<file path="src/verilog/pplr_pkg.sv">
package pplr_pkg;

    localparam int PPLR_PORTS = 4;
    localparam int PPLR_ADDR_LSB = 2;
    localparam int PPLR_IDX_W = 8;

    // register indices; byte address is four times the index
    localparam logic [7:0] PPLR_IDX_A_IN = 8'h00;
    localparam logic [7:0] PPLR_IDX_B_IN = 8'h01;
    localparam logic [7:0] PPLR_IDX_C_IN = 8'h10;
    localparam logic [7:0] PPLR_IDX_D_IN = 8'h11;
    localparam logic [7:0] PPLR_IDX_A_OUT = 8'h04;
    localparam logic [7:0] PPLR_IDX_B_OUT = 8'h05;
    localparam logic [7:0] PPLR_IDX_B_DIR = 8'h07;
    localparam logic [7:0] PPLR_IDX_C_OUT = 8'h12;
    localparam logic [7:0] PPLR_IDX_D_OUT = 8'h13;
    localparam logic [7:0] PPLR_IDX_C_DIR = 8'h14;
    localparam logic [7:0] PPLR_IDX_D_DIR = 8'h15;
    localparam logic [7:0] PPLR_IDX_A_DIR = 8'h16;

    // per-port tables, entry 0 is port a
    localparam logic [3:0][7:0] PPLR_IN_IDX =
        {PPLR_IDX_D_IN, PPLR_IDX_C_IN, PPLR_IDX_B_IN, PPLR_IDX_A_IN};
    localparam logic [3:0][7:0] PPLR_OUT_IDX =
        {PPLR_IDX_D_OUT, PPLR_IDX_C_OUT, PPLR_IDX_B_OUT, PPLR_IDX_A_OUT};
    localparam logic [3:0][7:0] PPLR_DIR_IDX =
        {PPLR_IDX_D_DIR, PPLR_IDX_C_DIR, PPLR_IDX_B_DIR, PPLR_IDX_A_DIR};

    // implemented pin bits per port
    localparam logic [7:0] PPLR_MASK_A = 8'hff;
    localparam logic [7:0] PPLR_MASK_B = 8'hff;
    localparam logic [7:0] PPLR_MASK_C = 8'h9c;
    localparam logic [7:0] PPLR_MASK_D = 8'h06;
    localparam logic [3:0][7:0] PPLR_MASK =
        {PPLR_MASK_D, PPLR_MASK_C, PPLR_MASK_B, PPLR_MASK_A};

    localparam logic [7:0] PPLR_RST_VAL = 8'h00;
    localparam logic [31:0] PPLR_RD_ZERO = 32'h00000000;

endpackage : pplr_pkg

</file>
<file path="src/verilog/pplr_port_io.sv">
`timescale 1ns/10ps
module pplr_port_io
    import pplr_pkg::*;
#(
    parameter int ADDR_W = 12
)
(
    input wire logic pclk,
    input wire logic presetn,
    input wire logic psel,
    input wire logic penable,
    input wire logic pwrite,
    input wire logic [ADDR_W-1:0] paddr,
    input wire logic [31:0] pwdata,
    input wire logic [3:0] pstrb,
    output logic [31:0] prdata,
    output logic pready,
    output logic pslverr,
    input wire logic [7:0] pin_a_in,
    output logic [7:0] pin_a_out,
    output logic [7:0] pin_a_oe,
    input wire logic [7:0] pin_b_in,
    output logic [7:0] pin_b_out,
    output logic [7:0] pin_b_oe,
    input wire logic [7:0] pin_c_in,
    output logic [7:0] pin_c_out,
    output logic [7:0] pin_c_oe,
    input wire logic [7:0] pin_d_in,
    output logic [7:0] pin_d_out,
    output logic [7:0] pin_d_oe,
    input wire logic [7:0] gla_out_a,
    input wire logic [7:0] gla_out_b,
    input wire logic [7:0] gla_out_c,
    input wire logic [7:0] dla_cs_d,
    input wire logic [7:0] la_oe_a,
    input wire logic [7:0] la_oe_b,
    input wire logic [7:0] la_oe_c,
    input wire logic [7:0] la_oe_d,
    input wire logic [7:0] la_sel_a,
    input wire logic [7:0] la_sel_b,
    input wire logic [7:0] la_sel_c,
    input wire logic [7:0] la_sel_d,
    output logic [7:0] la_in_a,
    output logic [7:0] la_in_b,
    output logic [7:0] la_in_c,
    output logic [7:0] la_in_d
);

    logic [3:0][7:0] dout_r;
    logic [3:0][7:0] dir_r;
    logic [3:0][7:0] pin_in;
    logic [3:0][7:0] la_out;
    logic [3:0][7:0] la_oe;
    logic [3:0][7:0] la_sel;
    logic [3:0][7:0] pin_out;
    logic [3:0][7:0] pin_oe;
    logic [3:0][7:0] in_mc_r;
    logic [PPLR_IDX_W-1:0] idx;
    logic aligned;
    logic hit;
    logic [31:0] rd_nxt;
    logic [31:0] prdata_r;
    logic wr_en;
    logic setup;

    assign pin_in = {pin_d_in, pin_c_in, pin_b_in, pin_a_in};
    // port d pins come from decode chip-selects, no macrocell used
    assign la_out = {dla_cs_d, gla_out_c, gla_out_b, gla_out_a};
    assign la_oe = {la_oe_d, la_oe_c, la_oe_b, la_oe_a};
    assign la_sel = {la_sel_d, la_sel_c, la_sel_b, la_sel_a};

    assign idx = paddr[PPLR_ADDR_LSB +: PPLR_IDX_W];
    assign aligned = (paddr[PPLR_ADDR_LSB-1:0] == '0)
        && (paddr[ADDR_W-1:PPLR_ADDR_LSB+PPLR_IDX_W] == '0);
    assign setup = psel && !penable;
    assign wr_en = psel && penable && pwrite && hit && pstrb[0];

    // read decode; pin levels sampled at setup, one word per register
    always_comb
    begin
        rd_nxt = PPLR_RD_ZERO;
        hit = 1'b0;
        for (int p = 0; p < PPLR_PORTS; p++)
        begin
            if (aligned && idx == PPLR_IN_IDX[p])
            begin
                hit = 1'b1;
                rd_nxt[7:0] = pin_in[p] & PPLR_MASK[p];
            end
            else if (aligned && idx == PPLR_OUT_IDX[p])
            begin
                hit = 1'b1;
                rd_nxt[7:0] = dout_r[p];
            end
            else if (aligned && idx == PPLR_DIR_IDX[p])
            begin
                hit = 1'b1;
                rd_nxt[7:0] = dir_r[p];
            end
        end
    end

    always_ff @(posedge pclk or negedge presetn)
    begin
        if (!presetn)
            prdata_r <= PPLR_RD_ZERO;
        else if (setup)
            prdata_r <= rd_nxt;
    end

    // zero wait states: read data is ready by the access phase
    assign prdata = prdata_r;
    assign pready = 1'b1;
    assign pslverr = psel && penable && !hit;

    genvar g;
    generate
        for (g = 0; g < PPLR_PORTS; g++)
        begin : g_port
            // unimplemented bits never hold a one
            always_ff @(posedge pclk or negedge presetn)
            begin
                if (!presetn)
                    dout_r[g] <= PPLR_RST_VAL;
                else if (wr_en && idx == PPLR_OUT_IDX[g])
                    dout_r[g] <= pwdata[7:0] & PPLR_MASK[g];
            end

            always_ff @(posedge pclk or negedge presetn)
            begin
                if (!presetn)
                    dir_r[g] <= PPLR_RST_VAL;
                else if (wr_en && idx == PPLR_DIR_IDX[g])
                    dir_r[g] <= pwdata[7:0] & PPLR_MASK[g];
            end

            // unselected macrocell leaves the pin level to the output register
            assign pin_out[g] = (la_sel[g] & la_out[g])
                | (~la_sel[g] & dout_r[g]);
            // masked so debug pins and absent bits never drive
            assign pin_oe[g] = (la_oe[g] | dir_r[g])
                & PPLR_MASK[g];
        end
    endgenerate

    // input macrocells for a-c are clocked latches of the pin level
    always_ff @(posedge pclk or negedge presetn)
    begin
        if (!presetn)
            in_mc_r <= '0;
        else
            in_mc_r <= pin_in;
    end

    assign la_in_a = in_mc_r[0];
    assign la_in_b = in_mc_r[1];
    assign la_in_c = in_mc_r[2];
    assign la_in_d = pin_d_in;

    assign pin_a_out = pin_out[0];
    assign pin_b_out = pin_out[1];
    assign pin_c_out = pin_out[2];
    assign pin_d_out = pin_out[3];
    assign pin_a_oe = pin_oe[0];
    assign pin_b_oe = pin_oe[1];
    assign pin_c_oe = pin_oe[2];
    assign pin_d_oe = pin_oe[3];

    // helper: low only in the first cycle after reset release
    logic after_rst_r;
    always_ff @(posedge pclk or negedge presetn)
    begin
        if (!presetn)
            after_rst_r <= 1'b0;
        else
            after_rst_r <= 1'b1;
    end
endmodule : pplr_port_io

</file>
<file path="config.mk">
export PLATFORM = sky130hd
export DESIGN_NAME = pplr_port_io
export DESIGN_NICKNAME = d
export VERILOG_FILES = /design/src/verilog/pplr_pkg.sv /design/src/verilog/pplr_port_io.sv
export SDC_FILE = /design/constraint.sdc
export NUM_CORES = 1
export LEC_CHECK = 0
export CAP_MARGIN = 10
export CORE_AREA = 5 5 164 103
export CTS_BUF_LIST = sky130_fd_sc_hd__clkbuf_4
export DETAILED_ROUTE_END_ITERATION = 10
export DIE_AREA = 0 0 169 108
export DONT_BUFFER_PORTS = 1
export PLACE_DENSITY = 0.51
export SLEW_MARGIN = 20
export SYNTH_ARGS = -nofsm -noshare
export SYNTH_HDL_FRONTEND = slang
export SYNTH_SLANG_ARGS = --single-unit
</file>
<file path="constraint.sdc">
create_clock -name pclk -period 1.8 [get_ports pclk]
set_clock_uncertainty 0.1 [all_clocks]
set_input_delay 0.36 -clock pclk [delete_from_list [all_inputs] [get_ports pclk]]
set_output_delay 0.36 -clock pclk [all_outputs]
set_load 0.02 [all_outputs]
</file>
======== Yosys cells after proc, flatten, opt, wreduce, memory -nomap -nowiden ========
Cells that the tools add are included.
operators by class
  bitwise logic cells ..................... 20
  multiplexer cells ....................... 24
  equality and inequality tests ........... 11
  reduce and logical (&&, ||, !) cells .... 32
operators by type and width
  kind                number
  $mux 8              12
  $and 8x8->8         7
  $eq 8x5->1 const B  7
  $or 8x8->8          7
  $not 8->8           4
  $logic_and 1x1->1   27
  $eq 8x3->1 const B  3
  $mux 1              12
  $and 8x3->8         1
  $eq 8x1->1 const B  1
  $logic_not 8->1     1
  $logic_not 2->1     2
  $or 3x3->3          1
  $logic_not 1->1     2
storage, ports and cells
  output and inout bits ................... 130
  register bits ........................... 76
  bits of input ports ..................... 181
  logic and storage cells ................. 99

======== Longest topological paths before layout ========
  word-level depth ........................ 18
  gate-level depth with buffers ........... 8
  depth with buffers taken out ............ 5

======== Least setup slack after synthesis ========
No wires, ideal clock.
  path type ............................... input to register
  from .................................... input port paddr[1]
  to ...................................... register dout_r[18] in the netlist's numbering
  stages .................................. 5
  path slack .............................. -537 ps
  library setup time ...................... 125 ps
  data required time ...................... 1,575 ps
  arrival time ............................ 2,112 ps
  cells stage by stage .................... or4_1 buf_2 a2111oi_4 nand4_1 mux2_2
on the way
  cells in the longest elaborated chain, start to end .. 18
ends and longest elaborated chain
  what                                line                 RTL
  start: declaration                  pplr_port_io.sv:13   input wire logic [ADDR_W-1:0] paddr,
  $logic_not 2->1 (*)                 pplr_port_io.sv:73   assign aligned = (paddr[PPLR_ADDR_LSB-1:0] == '0)
  $logic_and 1x1->1 (*)               pplr_port_io.sv:74   && (paddr[ADDR_W-1:PPLR_ADDR_LSB+PPLR_IDX_W] == '0);
  $logic_and 1x1->1                   pplr_port_io.sv:95   else if (aligned && idx == PPLR_DIR_IDX[p])
  $mux 1                              pplr_port_io.sv:95
  $mux 1                              pplr_port_io.sv:90   else if (aligned && idx == PPLR_OUT_IDX[p])
  $mux 1                              pplr_port_io.sv:85   if (aligned && idx == PPLR_IN_IDX[p])
  $mux 1                              pplr_port_io.sv:95
  $mux 1                              pplr_port_io.sv:90
  $mux 1                              pplr_port_io.sv:85
  $mux 1                              pplr_port_io.sv:95
  $mux 1                              pplr_port_io.sv:90
  $mux 1                              pplr_port_io.sv:85
  $mux 1                              pplr_port_io.sv:95
  $mux 1                              pplr_port_io.sv:90
  $mux 1 (*)                          pplr_port_io.sv:85
  $logic_and 1x1->1 (*) (2 in a row)  pplr_port_io.sv:76   assign wr_en = psel && penable && pwrite && hit && pstrb[0];
  $logic_and 1x1->1 (*)               pplr_port_io.sv:125  else if (wr_en && idx == PPLR_OUT_IDX[g])
  end signal: indexed assignment      pplr_port_io.sv:126  dout_r[g] <= pwdata[7:0] & PPLR_MASK[g];
  end: declaration                    pplr_port_io.sv:49   logic [3:0][7:0] dout_r;
Mark *: on every way between the ends. The rest lies on a longest branch, timed or not.
A chain may end at the register's enable or synchronous reset.

======== Final worst setup path ========
  from .................................... input port paddr[7]
  to ...................................... output port pslverr
on the way
  cells in the longest elaborated chain, start to end .. 16
ends and longest elaborated chain
  what                   line                 RTL
  $eq 8x5->1             pplr_port_io.sv:95
  $logic_and 1x1->1      pplr_port_io.sv:95
  $mux 1                 pplr_port_io.sv:95
  $mux 1                 pplr_port_io.sv:90
  $mux 1                 pplr_port_io.sv:85
  $mux 1                 pplr_port_io.sv:95
  $mux 1                 pplr_port_io.sv:90
  $mux 1                 pplr_port_io.sv:85
  $mux 1                 pplr_port_io.sv:95
  $mux 1                 pplr_port_io.sv:90
  $mux 1                 pplr_port_io.sv:85
  $mux 1                 pplr_port_io.sv:95
  $mux 1                 pplr_port_io.sv:90
  $mux 1 (*)             pplr_port_io.sv:85
  $logic_not 1->1 (*)    pplr_port_io.sv:114  assign pslverr = psel && penable && !hit;
  $logic_and 1x1->1 (*)  pplr_port_io.sv:114
  end: declaration       pplr_port_io.sv:18   output logic pslverr,
Marks and branches as above.

==> summary.txt <==
Synth
  • Post-synth top area share: 0.427
  • Ys async rst share: 1.00
  • Commonest cells in the netlist: 76 x dfrtp_1, 68 x mux2_2, 43 x buf_4
  • Synthesized cell area: approximately 4500 um2
  • Cell taking the most area after synthesis: dfrtp_1
  • Mean Syn Cell Area: slightly above 10 um2
  • Mapped Cells: 430
  • Count leader, synth: dfrtp_1
  • Sequential area share after synthesis: 0.427
  • Syn. warnings: 0
  • Post-synth EDFFs: 0
  • Yosys reg bits: 76
  • Dominant cells by area after synthesis: dfrtp_1 43%, mux2_2 17%, buf_4 7.2%
  • Top_reg_cell synth: dfrtp_1
  • Yosys cell types: 53

Critical path
  • CP Max Fanout: 9
  • FF-to-FF path depth: 5
  • Reg2Reg Setup Slack: 230 ps
  • Critical path class: in2out
  • Worst r2r dst: prdata[4]$_DFFE_PN0P_
  • Worst Path Required: 1340 ps
  • Startpoint Class: primary input
  • Crit path capture type: primary output
  • Reg2Reg Launch Point: dout_r[4]$_DFFE_PN0P_
  • Arrival time at the worst endpoint: 1290 ps

Place
  • Final Wtd Congestion: 0.832
  • Post-DP Area: between 4000 and 5000 um2
  • Final HPWL DP: 12.0 mm
  • Count of input and output buffers: 0
  • Placed Cells: around 640

Worst hold path
  • Worst min path class: in2async

Finish
  • Fin cells: 691
  • Syn-to-layout area delta: 18.9%
  • Fin area: around 5300 um2
  • Inserted Diodes: 0
  • Layout cells sized above 1: 0.320
  • # nets final: about 660

Floorplan
  • Starting Density: 0.295
  • Die Wd: ~170 um
  • Die height: 108 um
  • FP Rows: 35
  • Core ar.: roughly 15,000 um2
  • Die area: 18,300 um2
  • Ports: around 310

Power and ir drop
  • Peak VDD IR: 259 uV
  • P_leak: around 0.0023 uW
  • Pwr/cell area: between 600 and 700 nW/um2

Clocking
  • Later-pin clock latency in the skew report: ~430 ps
  • Clock transition at the registers of the reported paths: 140 ps
  • Root Buffer: clkbuf_4
  • TritonCTS clock tree: built
  • CTS Hold Bufs: 32
  • TritonCTS buffer count: 9
  • H-tree levels: 3
  • Clock Path Buffers: 2
  • Clock sinks: 76

Detailed routing
  • DR iter-0 viols: 310
  • Drt pass-1 iters: 5
  • Via density: around 5.1
  • DRC errors left: 0
  • Total wire length: between 15 and 20 mm
  • Total number of vias: approximately 3,500
  • DR WL/cell: between 20 and 25 um
  • Antenna viol nets, final: 0

Global routing
  • Global Route Usage Sum: 0.163
  • Total grt overflow: 0
  • Largest net degree at the start of global routing: 77
  • First-pass GRT wire length: 22.6 mm
  • Antenna violations before repair: 0
  • Vias in the first global route: between 3,000 and 4,000

Outcome
  • Failing checks: hold timing
  • Status: complete, but fails checks

Timing
  • Tmin final: roughly 1800 ps
  • Hold Fails Final Rpt: 76
  • Finish-stage setup viols: 0
  • Worst hold margin: -499 ps
  • Slew Viols, Final: 0
  • Peak Freq: between 500 and 600 MHz
  • RSZ-0062 raised after global routing: no
  • Tcrit/Tclk final: 0.973

Flow run
  • Max_cap viols: 0
placed cells by master, fill, tap and decap left out, types with 9 or more instances in the layout:
cell	n
a21oi_1	15
and2_1	12
buf_4	36
clkbuf_4	10
conb_1	35
dfrtp_1	76
dlygate4sd3_1	32
mux2_2	67
nand2_1	21
nand2b_1	9
nand3_1	10
nor2_1	14
nor2b_1	9
o21ai_0	23
or2_2	22
per-layer routing:
| layer | vias to the layer above | GRT usage | routed length, um | part of all wire |
|---|---|---|---|---|
| met5 | - | 0 | 0 | 0 |
| met4 | 0 | 0.0264 | 147 | 0.0093 |
| met3 | 13 | 0.0490 | 1260 | 0.080 |
| met2 | 181 | 0.254 | 7280 | 0.46 |
| met1 | 1762 | 0.229 | 7110 | 0.45 |
| li1 | 1588 | - | - | - |
flip-flops by register name, indices dropped and copies added (netlist names):
signal   count
la_in_a      8
dout_r      22
la_in_c      8
prdata       8
la_in_b      8
dir_r       22
logic make-up after synthesis:
kind of cell	count (synthesis)	synth area share
simple gates	128	0.164
other cells	2	0.00169
buf+inv	66	0.0930
compound gates	83	0.126
xor+xnor	1	0.00197
mux	74	0.185
flops	76	0.427
final cells by class:
cell class | count | area [um2]
clock inverters | 6 | 87.6
clock buffers | 10 | 75.1
multi-input cells | 321 | 2320
repair buffers | 70 | 631
inverters | 5 | 18.8
fillers | 1525 | 9820
flip-flops and latches | 76 | 1900
well taps | 203 | 254
how the worst max path moves through the flow:
stage               slack (ps)              startpoint                      to  cells after the start
CTS                         40   dir_r[18]$_DFFE_PN0P_             pin_c_oe[2]                      1
global placement          -340                paddr[1]  dout_r[11]$_DFFE_PN0P_                      6
finish                      50                paddr[7]                 pslverr                      4
detailed placement        -350                paddr[1]   dir_r[10]$_DFFE_PN0P_                      5
floorplan                 -380                paddr[1]   dout_r[0]$_DFFE_PN0P_                      5
global route                 3  dout_r[19]$_DFFE_PN0P_            pin_c_out[3]                      3
where the power goes:
group	total (uW)	switching (uW)	internal [uW]
logic	469	290	180
registers	1790	54.9	1740
clock network	1250	666	579
stage by stage:
stage	power (uW)	utilization	setup TNS [ps]	setup WS [ps]
5_1_grt	3660	0.350	0	3.42
2_1_floorplan	2270	-	-12550	-375
6_report	3510	0.350	0	48.9
3_5_place_dp	2220	0.318	-12600	-351
3_3_place_gp	2220	0.318	-11440	-339
4_1_cts	3550	0.350	0	40.1
worst max-delay path, stage by stage:
cell,delay (ps)
or3_1,420
buf_4,210
nor2_1,120
a31oi_2,180
timing repair:
action | CTS | global route
buffers inserted | 0 | 0
setup endpoints to repair | 0 | 1
hold endpoints to repair | 147 | 76
resized for setup | 0 | 1
No activity file was read; power rests on OpenSTA's default activity.
